<file path="config.mk">
export PLATFORM = sky130hd
export DESIGN_NAME = current_sense_ctrl
export DESIGN_NICKNAME = d
export VERILOG_FILES = /design/src/rtl/current_sense_pkg.sv /design/src/rtl/reset_decode_if.sv /design/src/rtl/reset_decoder.sv /design/src/rtl/current_sense_ctrl.sv
export VERILOG_INCLUDE_DIRS = /design/src /design/src/rtl
export SDC_FILE = /design/constraint.sdc
export NUM_CORES = 1
export LEC_CHECK = 0
export BUFFER_PORTS_ARGS = -buffer_cell sky130_fd_sc_hd__buf_2
export CORE_ASPECT_RATIO = 1.25
export CORE_MARGIN = 3
export CORE_UTILIZATION = 35
export CTS_BUF_LIST = sky130_fd_sc_hd__clkbuf_16
export CTS_CLUSTER_DIAMETER = 80
export CTS_CLUSTER_SIZE = 16
export DETAILED_ROUTE_END_ITERATION = 16
export MAX_ROUTING_LAYER = met4
export PLACE_DENSITY = 0.5
export SLEW_MARGIN = 30
export SYNTH_ARGS = -nofsm -noshare
export SYNTH_HDL_FRONTEND = slang
export SYNTH_SLANG_ARGS = --single-unit
</file>
<file path="constraint.sdc">
create_clock -name REF_CLK -period 4.1 [get_ports REF_CLK]
set_input_delay 0.82 -clock REF_CLK [delete_from_list [all_inputs] [get_ports REF_CLK]]
set_output_delay 0.82 -clock REF_CLK [all_outputs]
set_load 0.01 [all_outputs]
</file>
<file path="src/rtl/current_sense_defines.svh">
// Constants for the current sense reset steering block
`ifndef CURRENT_SENSE_DEFINES_SVH
`define CURRENT_SENSE_DEFINES_SVH
// Watchdog limit in microseconds and the clock period in picoseconds
`define WATCHDOG_LIMIT_US 30
`define CLK_PERIOD_PS 20000
// Longest time rounds down to whole cycles
`define WATCHDOG_CYCLES ((`WATCHDOG_LIMIT_US * 1000000) / `CLK_PERIOD_PS)
`define WD_COUNT_W 16
`define SEL_LINE_A 1'b0
`define SEL_LINE_B 1'b1
`endif

</file>
<file path="src/rtl/current_sense_pkg.sv">
// Types shared by the current sense reset steering block
package current_sense_pkg;
   // Output modes, decoded from the mode-select and input four levels
   typedef enum logic [1:0] {
      MODE_SINGLE = 2'b00,
      MODE_PP_TWO = 2'b01,
      MODE_PP_FOUR = 2'b10
   } out_mode_t;
   // Measurement phase
   typedef enum logic [1:0] {
      PH_IDLE = 2'b00,
      PH_RESET = 2'b01,
      PH_MEASURE = 2'b10,
      PH_FAULT = 2'b11
   } phase_t;
endpackage

</file>
<file path="src/rtl/reset_decode_if.sv">
// Decoded reset request and steering between decoder and top
`timescale 1ns/1ps
interface reset_decode_if;
   import current_sense_pkg::*;
   logic reset_req; // Integrator reset active
   logic steer_valid; // Steering hint present this cycle
   logic steer_sel; // Line chosen by the hint
   out_mode_t mode; // Decoded output mode
   modport decoder (output reset_req, output steer_valid, output steer_sel, output mode);
   modport user (input reset_req, input steer_valid, input steer_sel, input mode);
endinterface

</file>
<file path="src/rtl/reset_decoder.sv">
// Combinational reset logic and steering decode
`timescale 1ns/1ps
`include "current_sense_defines.svh"
module reset_decoder
   import current_sense_pkg::*;
#(
   parameter bit DUAL = 1'b1
) (
   // Inputs from the controller
   input wire logic in_one,
   input wire logic in_two,
   input wire logic in_three,
   input wire logic in_four,
   input wire logic mode_sel,
   // Decoded result
   reset_decode_if.decoder dec
);
   import current_sense_pkg::*;
   // three functions, mode picks one
   // Pick by variant and mode first, then decode only that function
   always_comb begin
      dec.steer_valid = 1'b0;
      dec.steer_sel = `SEL_LINE_A;
      if (!DUAL) begin
         dec.mode = MODE_SINGLE;
         dec.reset_req = in_one ^ in_two;
      end else if (mode_sel) begin
         if (!in_four) begin
            dec.mode = MODE_SINGLE;
            dec.reset_req = in_one ^ (in_two | in_three);
         end else begin
            dec.mode = MODE_PP_TWO;
            dec.reset_req = ~(in_one ^ (in_two | in_three));
            // input one picks A, two picks B
            dec.steer_valid = in_one ^ in_two;
            dec.steer_sel = in_two ? `SEL_LINE_B : `SEL_LINE_A;
         end
      end else begin
         dec.mode = MODE_PP_FOUR;
         dec.reset_req = (in_one & in_two) | (in_three & in_four);
         // one-not-two picks B, three-not-four picks A
         dec.steer_valid = (in_one & ~in_two) | (in_three & ~in_four);
         dec.steer_sel = (in_one & ~in_two) ? `SEL_LINE_B : `SEL_LINE_A;
      end
   end
endmodule

</file>
<file path="src/rtl/current_sense_ctrl.sv">
// Reset steering and watchdog control of the current sensor
`timescale 1ns/1ps
`include "current_sense_defines.svh"
module current_sense_ctrl
   import current_sense_pkg::*;
#(
   parameter bit DUAL = 1'b1,
   parameter int unsigned WD_CYCLES = `WATCHDOG_CYCLES
) (
   // Clock, reset and enable
   input wire logic REF_CLK,
   input wire logic RESET_N,
   input wire logic CLK_EN,
   // Gate timing inputs
   input wire logic RESET_IN_ONE,
   input wire logic RESET_IN_TWO,
   input wire logic RESET_IN_THREE,
   input wire logic RESET_IN_FOUR,
   input wire logic MODE_SEL,
   // Measurement steering and status
   output logic INTEG_RESET,
   output logic SENSE_LINE_A,
   output logic SENSE_LINE_B,
   output logic FAULT_N,
   output current_sense_pkg::out_mode_t MODE
);
   import current_sense_pkg::*;

   // ****************************************
   // Decoder
   // ****************************************
   reset_decode_if dec ();
   // variant picks how many functions exist
   reset_decoder #(.DUAL(DUAL)) u_dec (
      .in_one(RESET_IN_ONE),
      .in_two(RESET_IN_TWO),
      .in_three(RESET_IN_THREE),
      .in_four(RESET_IN_FOUR),
      .mode_sel(MODE_SEL),
      .dec(dec.decoder)
   );

   // ****************************************
   // State
   // ****************************************
   localparam logic [`WD_COUNT_W-1:0] WD_LIMIT = WD_CYCLES[`WD_COUNT_W-1:0];
   phase_t phase_r, phase_nxt; // Measurement phase
   logic [`WD_COUNT_W-1:0] wd_cnt_r, wd_cnt_nxt; // Time since last reset
   logic sel_r, sel_nxt; // Line of the coming measurement
   logic integ_r, integ_nxt; // Registered reset request
   logic line_a_r, line_a_nxt; // Line A measuring
   logic line_b_r, line_b_nxt; // Line B measuring
   logic fault_n_r, fault_n_nxt; // Active-low fault
   out_mode_t mode_r, mode_nxt; // Registered mode
   logic req_d_r; // Request one cycle ago, for edge detect
   logic reset_rise; // Reset begins this cycle

   assign reset_rise = dec.reset_req & ~req_d_r;

   // Next-state logic for phase, watchdog and steering
   always_comb begin
      phase_nxt = phase_r;
      wd_cnt_nxt = wd_cnt_r;
      sel_nxt = sel_r;
      fault_n_nxt = fault_n_r;
      integ_nxt = dec.reset_req;
      mode_nxt = dec.mode;
      line_a_nxt = 1'b0;
      line_b_nxt = 1'b0;
      // a live hint fixes the line, in or out of reset
      if (dec.steer_valid) begin
         sel_nxt = dec.steer_sel;
      end
      if (dec.reset_req) begin
         // In reset: watchdog restarts, no line measures
         phase_nxt = PH_RESET;
         wd_cnt_nxt = '0;
         if (reset_rise) begin
            fault_n_nxt = 1'b1;
         end
         // No hint: alternate on each new reset in a ping-pong mode, not the first after idle
         if (!dec.steer_valid && reset_rise && dec.mode != MODE_SINGLE
            && phase_r != PH_IDLE) begin
            sel_nxt = ~sel_r;
         end
      end else if (phase_r != PH_IDLE && phase_r != PH_FAULT) begin
         phase_nxt = PH_MEASURE;
         if (wd_cnt_r >= WD_LIMIT) begin
            phase_nxt = PH_FAULT;
            fault_n_nxt = 1'b0;
         end else begin
            wd_cnt_nxt = wd_cnt_r + `WD_COUNT_W'(1);
            if (dec.mode == MODE_SINGLE) begin
               line_a_nxt = 1'b1;
            end else if (dec.steer_valid) begin
               // lines follow the live levels; a two-wire hint
               // only exists outside reset while input three is low, so it cannot be latched earlier
               line_a_nxt = (dec.steer_sel == `SEL_LINE_A);
               line_b_nxt = (dec.steer_sel == `SEL_LINE_B);
            end else begin
               line_a_nxt = (sel_r == `SEL_LINE_A);
               line_b_nxt = (sel_r == `SEL_LINE_B);
            end
         end
      end
   end

   // Register stage, frozen while the enable is low
   always_ff @(posedge REF_CLK or negedge RESET_N) begin
      if (!RESET_N) begin
         phase_r <= PH_IDLE;
         wd_cnt_r <= '0;
         sel_r <= `SEL_LINE_A;
         integ_r <= 1'b0;
         line_a_r <= 1'b0;
         line_b_r <= 1'b0;
         fault_n_r <= 1'b1;
         mode_r <= MODE_SINGLE;
         req_d_r <= 1'b0;
      end else if (CLK_EN) begin
         phase_r <= phase_nxt;
         wd_cnt_r <= wd_cnt_nxt;
         sel_r <= sel_nxt;
         integ_r <= integ_nxt;
         line_a_r <= line_a_nxt;
         line_b_r <= line_b_nxt;
         fault_n_r <= fault_n_nxt;
         mode_r <= mode_nxt;
         req_d_r <= dec.reset_req;
      end
   end

   assign INTEG_RESET = integ_r;
   assign SENSE_LINE_A = line_a_r;
   assign SENSE_LINE_B = line_b_r;
   assign FAULT_N = fault_n_r;
   assign MODE = mode_r;
endmodule

</file>
; Word level (Yosys, flattened, before mapping)
; Cells that the tools add are included.
; W data, S select, Z words.
[word_totals]
register_bits = 25
word_cells = 74
[op_classes]
addsub = 1
order_cmp = 1
n_eq_ne = 3
muxes = 32
bitwise_logic = 16
n_reduce_logical = 13
[op_table]
columns = op, n
row1 = $mux W16, 3
row2 = $mux W1, 26
row3 = $add A16 B1 Y16 const B, 1
row4 = $ge A16 B11 Y1 const B, 1
row5 = $reduce_bool A2 Y1, 4
row6 = $mux W2, 3
row7 = $not A1 Y1, 6
row8 = $and A1 B1 Y1, 5
row9 = $logic_and A1 B1 Y1, 4
row10 = $ne A2 B2 Y1 const B, 2
row11 = $reduce_and A4 Y1, 1
row12 = $or A1 B1 Y1, 3
row13 = $reduce_and A3 Y1, 1
row14 = $logic_not A2 Y1, 1
row15 = $ne A2 B1 Y1 const B, 1
row16 = $reduce_and A2 Y1, 1
row17 = $xor A1 B1 Y1, 2
row18 = $logic_not A1 Y1, 1

; Longest topological paths before layout
; Gate-level depths: netlist (run 1).
[logic_depth]
ltp_word = 11
depth_mapped = 7
depth_no_buf = 7

; Modules after synthesis
; From an unflattened synthesis (run 1), not the netlist that was laid out.
[unflattened]
hier_cells = 142
hier_area_um2 = 1365.1
[by_module_without_submodules]
columns = module, n_inst, cells_each, area_per_inst_um2, seq_area_each_um2
row1 = current_sense_ctrl, 1, 123, 1249.9, 626.9
row2 = reset_decoder, 1, 19, 115.1, 0.0

; Worst setup path before layout (run 1)
; Ideal clock, no wire load.
[synth_path]
path_type = input -> register
from = in RESET_IN_FOUR
to = reg wd_cnt_r[0]
setup_ps = 125
arrival_time_ps = 2110
setup_slack_ps = 1864
path_stages = 7
path_buffers = 2
path_cell_list = buf_2 -> xnor2_1 -> o221ai_1 -> a21o_1 -> clkbuf_1 -> nor2_1 -> mux2_4
[synth_via]
elab_chain_len = 5
elab_cells_between_ends = 8
cone_classes = 1 x eq/ne / 3 x mux / 2 x bitwise / 2 x reduce/logical
[synth_lines]
columns = item, line
row1 = from (decl), current_sense_ctrl.sv:18  ; input wire logic RESET_IN_FOUR,
row2 = $and A1 B1 Y1, reset_decoder.sv:40  ; dec.reset_req = (in_one & in_two) | (in_three & in_four);
row3 = $or A1 B1 Y1, reset_decoder.sv:40
row4 = $mux W1 *, reset_decoder.sv:27  ; end else if (mode_sel) begin
row5 = $ne A2 B2 Y1 (no source line) or $reduce_bool A2 Y1 (tied branches), --
row6 = $reduce_and A3 Y1 (no source line), --
row7 = to (signal assigned), current_sense_ctrl.sv:122  ; wd_cnt_r <= wd_cnt_nxt;
row8 = to (decl), current_sense_ctrl.sv:48  ; logic [`WD_COUNT_W-1:0] wd_cnt_r, wd_cnt_nxt;
; Every way passes the cells marked *; elsewhere a longest branch is shown, timed or not.
; A chain may end at the register's enable or synchronous reset.

; Worst setup path after layout (run 1)
[layout_path]
from = reg wd_cnt_r[9]
to = reg wd_cnt_r[0]
[layout_via]
elab_chain_len = 3
[layout_lines]
columns = item, line
row1 = $ge A16 B11 Y1, current_sense_ctrl.sv:88  ; if (wd_cnt_r >= WD_LIMIT) begin
row2 = $ne A2 B2 Y1 (no source line), --
row3 = $reduce_and A3 Y1 (no source line), --
; No other way between the ends.

==> qor.log, run 1 <==
qor: pwr.switching_share 31.5%
qor: finish.diodes_inserted 0
qor: clock_tree.tritoncts_clock_tree done
qor: timing.worst_clock_skew 0.00434 ns
qor: finish.drive_gt1_share 13.8%
qor: grt.grt_pass1_wl 5.26 mm
qor: finish.finish.net_count 174
qor: floorplan.design.core.area 3630 µm²
qor: critical_path.critical_path_fanouts_max 7
qor: timing.fmax 452 MHz
qor: clock_tree.clkSinkCount 25
qor: pwr.gate_power_share 26.9%
qor: floorplan.dieWidth 62.1 µm
qor: pwr.power_density 457 nW/µm²
qor: critical_path.cp_data_required_time 4.25 ns
qor: timing.finalCriticalPeriod 2.21 ns
qor: floorplan.die_h 76.1 µm
qor: logic_synthesis.synth.net_count 163
qor: clock_tree.clk_transition_reported_paths 0.06 ns
qor: floorplan.placement_rows 24
qor: grt.globalRoute.totalOverflow 0
qor: logic_synthesis.synthDistinctLibCells 42
qor: pwr.seq_power_share 42.6%
qor: clock_tree.cts_buffers 3
qor: logic_synthesis.yosys.area.top_type sky130_fd_sc_hd__dfrtp_1
qor: finish.nFillCells 371
qor: flow_run.max_cap_violations 0
qor: finish.multiInputGateArea 664 µm²
qor: timing.worst_pin_slew 0.798 ns
qor: placed_design.detailedPlacementHpwl 2.24 mm
qor: detailed_routing.remaining_drc_errors 0
qor: logic_synthesis.syn-cell-area 1380 µm²
qor: clock_tree.clk_latency 0.26 ns
qor: timing.final-hold-violation-count 0
qor: timing.grt_setup_unrepaired false
qor: timing.post-route-period-util 54.0%
qor: timing.fin_tns_setup 0 ns
qor: placed_design.port-buffer-count 13
qor: finish.register_area 627 µm²
qor: grt.total_routing_usage_gr 14.0%
qor: critical_path.worst_setup_path_start_kind register
qor: pwr.static-leakage-power 0.730 nW
qor: detailed_routing.dr_vias_cell 5.19
qor: logic_synthesis.synth_async_sr_flop_share 100%
qor: critical_path.crit_type reg2reg
qor: logic_synthesis.syn_inst_count 150
qor: clock_tree.post_cts.repair.setup_buffers 0
qor: timing.slew_violations 0
qor: detailed_routing.route.vias.total 1101
qor: timing.setup_viol_count_final 0
qor: pwr.power.share.clock 30.4%
qor: detailed_routing.initialDrtViolationCount 66
qor: pwr.power.net_switching 0.224 mW
qor: grt.grt_antenna_before_repair 0
qor: detailed_routing.detail-route-antenna-nets 0
qor: pwr.vdd_ir_drop_max 226 µV
qor: clock_tree.clock_tree.buffer_depth 2
qor: logic_synthesis.synth_enable_flop_cells 0
qor: logic_synthesis.synth_area_per_cell 9.18 µm²
qor: floorplan.floorplan.initialDensity 37.9%
qor: detailed_routing.wirelength_met1 1.41 mm
qor: critical_path.arrival 2.36 ns
qor: finish.final_util 42.9%
qor: finish.area_growth_syn_to_layout 13.1%
qor: clock_tree.cts-root-buf sky130_fd_sc_hd__clkbuf_16
qor: floorplan.floorplan.die_area 4730 µm²
qor: placed_design.place.gp.congestion 0.850
qor: logic_synthesis.synth_top_cell_area_share 43.6%
qor: clock_tree.cts-hold-fix-buffers 0
qor: outcome.run_status finished clean
qor: clock_tree.postCtsResizedCells 0
qor: logic_synthesis.post_synth_main_area_contributors sky130_fd_sc_hd__dfrtp_1 44%, sky130_fd_sc_hd__ha_1 4.5%, sky130_fd_sc_hd__inv_1 4.1%, sky130_fd_sc_hd__nand3_1 3.6%, sky130_fd_sc_hd__o21ai_0 3.6%
qor: clock_tree.htree_num_levels 1
qor: detailed_routing.finalWirelength 2.94 mm
qor: grt.largest_net_degree_at_the_start_of_global_routing 26
qor: detailed_routing.detail_route.wl_per_cell 13.9 µm
qor: detailed_routing.top_signal_layer_used met4
qor: floorplan.io-pin-count 14
qor: pwr.internal_power 0.487 mW
qor: grt.number_of_global_route_vias_before_repair 1135
qor: min_path.min-delay-path-class reg2reg
qor: critical_path.worst_setup_ep_type register
qor: logic_synthesis.synth-seq-area-share 45.5%
qor: detailed_routing.met2_wirelength 1.39 mm
qor: logic_synthesis.yosysWarnings 0
qor: logic_synthesis.synth_ff_type sky130_fd_sc_hd__dfrtp_1
qor: timing.timing.slew.headroom 46.3%
qor: detailed_routing.dr_wl_met3 91 µm
qor: logic_synthesis.synth.ff_latch_count 25
qor: timing.final.hold.worst_slack 0.487 ns
qor: detailed_routing.detailedRoute.firstPassIterationCount 4
qor: pwr.total_power 0.711 mW
worst paths after layout:
check	from	to	slack (ns)	cells past startpoint
worst max-delay path	wd_cnt_r[9]$_DFFE_PN0P_	wd_cnt_r[0]$_DFFE_PN0P_	1.89	5
worst min-delay path	MODE[0]$_DFFE_PN0P_	MODE[0]$_DFFE_PN0P_	0.49	2
worst max register to register	wd_cnt_r[9]$_DFFE_PN0P_	wd_cnt_r[0]$_DFFE_PN0P_	1.89	5
worst min register to register	MODE[0]$_DFFE_PN0P_	MODE[0]$_DFFE_PN0P_	0.49	2
max in group asynchronous	RESET_N	FAULT_N$_DFFE_PN1P_	3.18	1
min in group asynchronous	RESET_N	MODE[0]$_DFFE_PN0P_	0.55	1
power groups by stage:
stage          logic [mW]  registers, mW  clock network, mW
2_1_floorplan       0.135          0.308                  0
3_3_place_gp        0.190          0.306                  0
3_5_place_dp        0.194          0.308                  0
4_1_cts             0.195          0.304              0.222
5_1_grt             0.222          0.308              0.231
6_report            0.192          0.303              0.216
through the flow:
| stage | worst slack [ns] | std cells | instance area (µm²) |
|---|---|---|---|
| 2_1_floorplan | 1.86 | 150 | 1380 |
| 3_3_place_gp | 1.65 | 208 | 1480 |
| 3_5_place_dp | 1.61 | 208 | 1480 |
| 4_1_cts | 1.88 | 212 | 1560 |
| 5_1_grt | 1.71 | 212 | 1560 |
| 6_report | 1.89 | 212 | 1560 |
placed cells by master, fill, tap and decap left out, drive strengths merged, types with 2 or more instances in the layout:
master,n
dfrtp,24
inv,15
buf,13
nand3,10
o21ai,10
nand2,8
nor2,8
a21oi,7
and2,6
ha,5
a31oi,4
nor3,4
nor4,3
nand4,3
xor2,3
o21a,3
clkbuf,3
o22ai,2
and3,2
o211ai,2
a211o,2
a21o,2
a22o,2
or2,2
area by class of cell:
type | count | share of cell area, %
Tap cell | 52 | 4.18
Clock buffer | 3 | 4.82
Timing Repair Buffer | 13 | 4.18
Clock inverter | 1 | 0.321
Sequential cell | 25 | 40.2
Inverter | 15 | 3.61
Multi-Input combinational cell | 103 | 42.7
critical path, cell delays in order, from the launching register on:
cell and delay (ns):
sky130_fd_sc_hd__dfrtp_1 0.40, sky130_fd_sc_hd__a211o_1 0.31, sky130_fd_sc_hd__nor4_1 0.61, sky130_fd_sc_hd__nand3_1 0.23
sky130_fd_sc_hd__a21boi_1 0.25, sky130_fd_sc_hd__mux2_4 0.30
synthesized netlist by cell type (3+ instances only):
library cell / number
sky130_fd_sc_hd__ha_1: 5
sky130_fd_sc_hd__clkbuf_1: 4
sky130_fd_sc_hd__dfrtp_1: 24
sky130_fd_sc_hd__nor2_1: 8
sky130_fd_sc_hd__nand3_1: 10
sky130_fd_sc_hd__nand2_1: 8
sky130_fd_sc_hd__buf_2: 3
sky130_fd_sc_hd__nand4_1: 3
sky130_fd_sc_hd__o21a_1: 3
sky130_fd_sc_hd__xor2_1: 3
sky130_fd_sc_hd__o21ai_0: 10
sky130_fd_sc_hd__nor3_1: 3
sky130_fd_sc_hd__inv_1: 15
sky130_fd_sc_hd__a21oi_1: 7
sky130_fd_sc_hd__nor4_1: 3
sky130_fd_sc_hd__a31oi_1: 4
sky130_fd_sc_hd__and2_1: 6
cells by family after synthesis:
kind of cell,synth area share (%)
and+or+nand+nor,19.3
AOI/OAI and AO/OA,20.8
DFF,45.5
buffers and inverters,6.27
adders and majority gates,4.54
xor gates and xnor gates,2.54
muxes,1.09
per-layer routing:
layer	up-vias	GRT usage (%)
met4	0	5.97
met3	4	2.65
met5	-	-
met2	13	22.4
met1	526	17.4
li1	558	-
registers in the layout (all words and copies together) (netlist names):
signal and cells:
req_d_r 1, MODE 2, SENSE_LINE_B 1, SENSE_LINE_A 1
phase_r 2, FAULT_N 1, sel_r 1, wd_cnt_r 16
Note: power is estimated with default switching activity, not from simulation.
==> run 2: changes to the inputs <==
Clock period 4.1 ns to 2.25 ns, I/O delays scaled along.
==> qor.log, run 2 (synthesis gave the netlist of run 1 again) <==
qor: outcome.run_status finished clean
qor: critical_path.cp_data_required_time 2.39 ns [-1.86 ns]
qor: floorplan.design.core.area 3630 µm² [unchanged]
qor: pwr.switching_share 31.7% [+0.18 points]
qor: clock_tree.clk_latency 0.26 ns [about the same]
qor: detailed_routing.finalWirelength 3.06 mm [+4.0%]
qor: critical_path.path_buf_inv 0 [unchanged]
qor: timing.setup_viol_count_final 0 [unchanged]
qor: pwr.internal_power 0.894 mW [+84%]
qor: clock_tree.tritoncts_clock_tree done
qor: timing.worst_pin_slew 0.567 ns [-0.231 ns]
qor: floorplan.die_h 76.1 µm [unchanged]
qor: finish.max_flop_register wd_cnt_r
qor: pwr.vdd_ir_drop_max 474 µV [+110%]
qor: placed_design.preCtsSetupSlack 0.293 ns [-1.32 ns]
qor: timing.final.hold.worst_slack 0.178 ns [-0.309 ns]
qor: floorplan.placement_rows 24 [unchanged]
qor: placed_design.dp_cells 212 [+1.9%]
qor: finish.most_frequent_standard_cell_in_the_layout_excluding_fill_and_tap_cells sky130_fd_sc_hd__dfrtp_1
qor: pwr.power.net_switching 0.414 mW [+85%]
qor: timing.fin_tns_setup 0 ns [unchanged]
qor: critical_path.family_of_cells_with_the_greatest_summed_delay_on_the_critical_path simple AND/OR/NAND/NOR gates
qor: pwr.power.share.clock 30.2% [-0.2 points]
qor: critical_path.worst_setup_path_start_kind register
qor: finish.drive_gt1_share 15.9% [+2.1 points]
qor: grt.largest_net_degree_at_the_start_of_global_routing 26 [unchanged]
qor: finish.finish.net_count 178 [+2.3%]
qor: finish.diodes_inserted 0 [unchanged]
qor: pwr.total_power 1.31 mW [+84%]
qor: clock_tree.clock_tree.buffer_depth 2 [unchanged]
qor: clock_tree.postCtsResizedCells 0 [unchanged]
qor: floorplan.floorplan.die_area 4730 µm² [unchanged]
qor: pwr.seq_power_share 42.1% [-0.5 points]
qor: floorplan.dieWidth 62.1 µm [unchanged]
qor: detailed_routing.initialDrtViolationCount 45 [-32%]
qor: timing.final-hold-violation-count 0 [unchanged]
qor: clock_tree.post_cts.repair.setup_buffers 0 [unchanged]
qor: pwr.gate_power_share 27.7% [+0.8 points]
qor: timing.grt_setup_unrepaired false
qor: finish.area_growth_syn_to_layout 15.3%
qor: critical_path.arrival 2.14 ns [-0.22 ns]
qor: finish.largest_reg_flops 16 [unchanged]
qor: timing.timing.slew.headroom 62.2% [+16 points]
qor: pwr.static-leakage-power 0.748 nW [+2.5%]
qor: critical_path.timing.critical_path.slowest_stage_cell sky130_fd_sc_hd__or4_1
qor: clock_tree.clk_transition_reported_paths 0.06 ns [about the same]
qor: grt.total_routing_usage_gr 15.3% [+1.2 points]
qor: min_path.min-delay-path-class in2async
qor: critical_path.timing.critical_path.cells a211o_1 -> or4_1 -> nor4_1 -> o21a_1 -> o21ai_0
qor: detailed_routing.detailedRoute.firstPassIterationCount 4 [unchanged]
qor: finish.post_layout_nonfiller_instances 216 [+1.9%]
qor: detailed_routing.detail_route.wl_per_cell 14.2 µm [+2.1%]
qor: grt.number_of_global_route_vias_before_repair 1181 [+4.1%]
qor: timing.worst_clock_skew 0.00227 ns [-0.00206 ns]
qor: floorplan.io-pin-count 14 [unchanged]
qor: finish.final_cell_mix 24 x sky130_fd_sc_hd__dfrtp_1, 15 x sky130_fd_sc_hd__inv_1, 13 x sky130_fd_sc_hd__buf_2
qor: grt.grt_pass1_wl 5.69 mm [+8.1%]
qor: detailed_routing.dr_vias_cell 5.25 [+1.0%]
qor: placed_design.place.gp.congestion 0.801 [-5.7%]
qor: critical_path.worst_setup_ep_type register
qor: timing.finalCriticalPeriod 1.99 ns [-0.220 ns]
qor: critical_path.crit_type reg2reg
qor: timing.fmax 501 MHz [+11%]
qor: clock_tree.cts_buffers 3 [unchanged]
qor: clock_tree.cts-hold-fix-buffers 0 [unchanged]
qor: clock_tree.cts-root-buf sky130_fd_sc_hd__clkbuf_16
qor: timing.slew_violations 0 [unchanged]
qor: clock_tree.htree_num_levels 1 [unchanged]
qor: timing.post-route-worst-setup-slack 0.256 ns [-1.63 ns]
qor: grt.grt_antenna_before_repair 0 [unchanged]
qor: finish.nFillCells 356 [-4.0%]
qor: grt.globalRoute.totalOverflow 0 [unchanged]
qor: placed_design.detailedPlacementHpwl 2.30 mm [+2.7%]
qor: detailed_routing.route.vias.total 1133 [+2.9%]
qor: placed_design.port-buffer-count 13 [unchanged]
qor: critical_path.critical-path-max-stage-delay 0.50 ns [-0.11 ns]
qor: detailed_routing.detail-route-antenna-nets 0 [unchanged]
qor: timing.post-route-period-util 88.6% [+35 points]
qor: floorplan.floorplan.initialDensity 37.9% [unchanged]
qor: flow_run.max_cap_violations 0 [unchanged]
qor: detailed_routing.remaining_drc_errors 0 [unchanged]
qor: clock_tree.clkSinkCount 25 [unchanged]
qor: pwr.power_density 824 nW/µm² [+81%]
qor: critical_path.critical_path_fanouts_max 6 [-1]
run 2: per-layer routing:
| metal | wire length (µm) | track usage (%) | vias to the layer above |
|---|---|---|---|
| li1 | - | - | 565 |
| met1 | 1480 | 19.4 | 544 |
| met2 | 1410 | 23.7 | 19 |
| met3 | 122 | 3.69 | 5 |
| met4 | 45 | 5.31 | 0 |
| met5 | 0 | - | - |
run 2: through the flow:
stage	cell area (µm²)	util, %
global placement	1510	41.5
global route	1590	43.7
CTS	1590	43.7
finish	1590	43.7
floorplan	1380	-
detailed placement	1510	41.5
run 2: final timing paths:
path	start	to	slack, ns	depth (start not counted)
setup reg to reg	wd_cnt_r[9]$_DFFE_PN0P_	wd_cnt_r[8]$_DFFE_PN0P_	0.26	5
hold reg to reg	MODE[1]$_DFFE_PN0P_	MODE[1]$_DFFE_PN0P_	0.48	2
max in group asynchronous	RESET_N	wd_cnt_r[7]$_DFFE_PN0P_	1.69	1
min in group REF_CLK	MODE[1]$_DFFE_PN0P_	MODE[1]$_DFFE_PN0P_	0.48	2
hold / removal	RESET_N	wd_cnt_r[8]$_DFFE_PN0P_	0.18	1
setup / recovery	wd_cnt_r[9]$_DFFE_PN0P_	wd_cnt_r[8]$_DFFE_PN0P_	0.26	5
run 2: power by group through the flow:
stage | Sequential, mW | Clock (mW) | Combinational [mW]
after floorplan | 0.561 | 0 | 0.247
after global placement | 0.556 | 0 | 0.358
after detailed placement | 0.559 | 0 | 0.368
after CTS | 0.550 | 0.409 | 0.370
after global routing | 0.557 | 0.437 | 0.420
final | 0.551 | 0.395 | 0.363
run 2: cell type report:
class	instances	area, µm²	area share [%]
multi-input combinational	103	664	41.8
sequential	25	627	39.5
timing repair buffer	17	95.1	5.99
clock buffer	3	75.1	4.73
tap	52	65.1	4.10
inverter	15	56.3	3.55
clock inverter	1	5.00	0.315
==> run 3: changes to the inputs <==
Settings changed: CORE_ASPECT_RATIO 1.25 to default, CTS_CLUSTER_SIZE 16 to default, SKIP_LAST_GASP from default to 1.
==> qor.log, run 3 (synthesis gave the netlist of run 1 again) <==
qor: clock_tree.clkSinkCount 25 [unchanged]
qor: floorplan.io-pin-count 14 [unchanged]
qor: clock_tree.htree_num_levels 1 [unchanged]
qor: timing.worst_clock_skew 0.00477 ns [+0.00250 ns]
qor: critical_path.crit_type reg2reg
qor: grt.total_routing_usage_gr 15.6% [+0.33 points]
qor: clock_tree.post_cts.repair.setup_buffers 0 [unchanged]
qor: finish.drive_gt1_share 15.8% [-0.096 points]
qor: finish.final_util 42.8% [-0.94 points]
qor: finish.finish.net_count 179 [+0.56%]
qor: clock_tree.clk_latency 0.26 ns [about the same]
qor: min_path.min-delay-path-class in2async
qor: pwr.vdd_ir_drop_max 458 µV [-3.4%]
qor: critical_path.timing.critical_path.slowest_stage_cell sky130_fd_sc_hd__or4_1
qor: placed_design.place.gp.congestion 0.820 [+2.3%]
qor: timing.worst_pin_slew 0.565 ns [-0.00249 ns]
qor: grt.number_of_global_route_vias_before_repair 1103 [-6.6%]
qor: detailed_routing.detail-route-antenna-nets 0 [unchanged]
qor: finish.area_growth_syn_to_layout 15.3% [about the same]
qor: clock_tree.clk_transition_reported_paths 0.06 ns [about the same]
qor: timing.fin_tns_setup 0 ns [unchanged]
qor: critical_path.critical-path-max-stage-delay 0.53 ns [+0.03 ns]
qor: pwr.power_density 823 nW/µm² [-0.18%]
qor: floorplan.floorplan.initialDensity 37.1% [-0.84 points]
qor: grt.largest_net_degree_at_the_start_of_global_routing 26 [unchanged]
qor: detailed_routing.detail_route.wl_per_cell 14.8 µm [+4.5%]
qor: critical_path.arrival 2.20 ns [+0.06 ns]
qor: clock_tree.clock_tree.buffer_depth 2 [unchanged]
qor: detailed_routing.finalWirelength 3.15 mm [+3.0%]
qor: finish.final_cell_mix 24 x sky130_fd_sc_hd__dfrtp_1, 16 x sky130_fd_sc_hd__inv_1, 13 x sky130_fd_sc_hd__buf_2
qor: timing.finalCriticalPeriod 2.00 ns [+0.00941 ns]
qor: flow_run.max_cap_violations 0 [unchanged]
qor: finish.multiInputGateArea 664 µm² [unchanged]
qor: detailed_routing.detailedRoute.firstPassIterationCount 6 [+2]
qor: floorplan.placement_rows 22 [-8.3%]
qor: placed_design.detailedPlacementHpwl 2.31 mm [+0.13%]
qor: critical_path.timing.critical_path.cells a211o_1 -> or4_1 -> or2_1 -> nor3_2 -> a32o_1
qor: detailed_routing.initialDrtViolationCount 36 [-20%]
qor: timing.final-hold-violation-count 0 [unchanged]
qor: timing.setup_viol_count_final 0 [unchanged]
qor: pwr.static-leakage-power 0.754 nW [+0.83%]
qor: clock_tree.cts-root-buf sky130_fd_sc_hd__clkbuf_16
qor: grt.globalRoute.totalOverflow 0 [unchanged]
qor: timing.fmax 499 MHz [-0.47%]
qor: clock_tree.cts-hold-fix-buffers 0 [unchanged]
qor: timing.grt_setup_unrepaired false
qor: finish.most_frequent_standard_cell_in_the_layout_excluding_fill_and_tap_cells sky130_fd_sc_hd__dfrtp_1
qor: outcome.run_status finished clean
qor: critical_path.cp_data_required_time 2.45 ns [+0.06 ns]
qor: finish.register_area 627 µm² [unchanged]
qor: timing.timing.slew.headroom 62.4% [+0.17 points]
qor: grt.grt_pass1_wl 5.29 mm [-6.9%]
qor: critical_path.worst_setup_ep_type register
qor: finish.diodes_inserted 0 [unchanged]
qor: timing.final.hold.worst_slack 0.180 ns [+0.00156 ns]
qor: detailed_routing.dr_vias_cell 5.34 [+1.8%]
qor: detailed_routing.remaining_drc_errors 0 [unchanged]
qor: finish.largest_reg_flops 16 [unchanged]
qor: timing.slew_violations 0 [unchanged]
qor: finish.nFillCells 374 [+5.1%]
qor: grt.grt_antenna_before_repair 0 [unchanged]
qor: floorplan.floorplan.die_area 4720 µm² [-0.10%]
qor: critical_path.critical_path_fanouts_max 6 [unchanged]
qor: placed_design.port-buffer-count 13 [unchanged]
qor: clock_tree.cts_buffers 3 [unchanged]
qor: critical_path.worst_setup_path_start_kind register
qor: floorplan.design.core.area 3720 µm² [+2.3%]
qor: detailed_routing.route.vias.total 1137 [+0.35%]
qor: finish.max_flop_register wd_cnt_r
qor: floorplan.dieWidth 68.7 µm [+11%]
qor: floorplan.die_h 68.7 µm [-9.7%]
qor: timing.post-route-period-util 89.1% [+0.42 points]
qor: clock_tree.tritoncts_clock_tree done
qor: clock_tree.postCtsResizedCells 0 [unchanged]
run 3: changes by cell type in the layout (fill, tap and decap cells not counted):
cell                       delta
sky130_fd_sc_hd__buf_4        +1
sky130_fd_sc_hd__clkinv_2     -1
sky130_fd_sc_hd__inv_1        +1
run 3: worst paths after layout:
kind / slack [ns] / depth (start not counted) / end / start
max in group asynchronous: 1.69 / 1 / FAULT_N$_DFFE_PN1P_ / RESET_N
hold / removal: 0.18 / 1 / MODE[0]$_DFFE_PN0P_ / RESET_N
setup / recovery: 0.25 / 5 / wd_cnt_r[10]$_DFFE_PN0P_ / wd_cnt_r[9]$_DFFE_PN0P_
setup reg to reg: 0.25 / 5 / wd_cnt_r[10]$_DFFE_PN0P_ / wd_cnt_r[9]$_DFFE_PN0P_
hold reg to reg: 0.49 / 2 / MODE[0]$_DFFE_PN0P_ / MODE[0]$_DFFE_PN0P_
min in group REF_CLK: 0.49 / 2 / MODE[0]$_DFFE_PN0P_ / MODE[0]$_DFFE_PN0P_
run 3: per-stage QoR:
stage | area [µm²] | setup slack (ns) | total power, mW | std cells
2_1_floorplan | 1380 | 0.384 | 0.808 | 150
3_3_place_gp | 1510 | 0.347 | 0.915 | 209
3_5_place_dp | 1510 | 0.316 | 0.928 | 209
4_1_cts | 1590 | 0.259 | 1.33 | 213
5_1_grt | 1590 | 0.179 | 1.40 | 213
6_report | 1590 | 0.246 | 1.31 | 213
run 3: worst max-delay path, delay by kind of cell (launching register included):
| family | cells | cell delay, ns |
|---|---|---|
| compound gates | 2 | 0.50 |
| flops | 1 | 0.40 |
| simple gates | 3 | 1.03 |
run 3: area by class of cell:
cell class / instances / share of cell area [%]
Inverter: 15 / 3.54
Timing Repair Buffer: 18 / 6.46
Tap cell: 48 / 3.78
Sequential cell: 25 / 39.4
Multi-Input combinational cell: 103 / 41.8
Clock inverter: 1 / 0.236
Clock buffer: 3 / 4.72
run 3: metal layers:
| metal | wire length, µm | GRT usage [%] | part of all wire [%] |
|---|---|---|---|
| met1 | 1530 | 20.9 | 49 |
| met2 | 1470 | 23.8 | 47 |
| met3 | 94 | 1.94 | 3.0 |
| met4 | 52 | 6.57 | 1.7 |
| met5 | 0 | - | 0 |
run 3: power breakdown:
part,switching [mW],internal [mW],leakage [nW]
sequential,0.0384,0.513,0.331
combinational,0.222,0.143,0.381
clock,0.154,0.238,0.0423
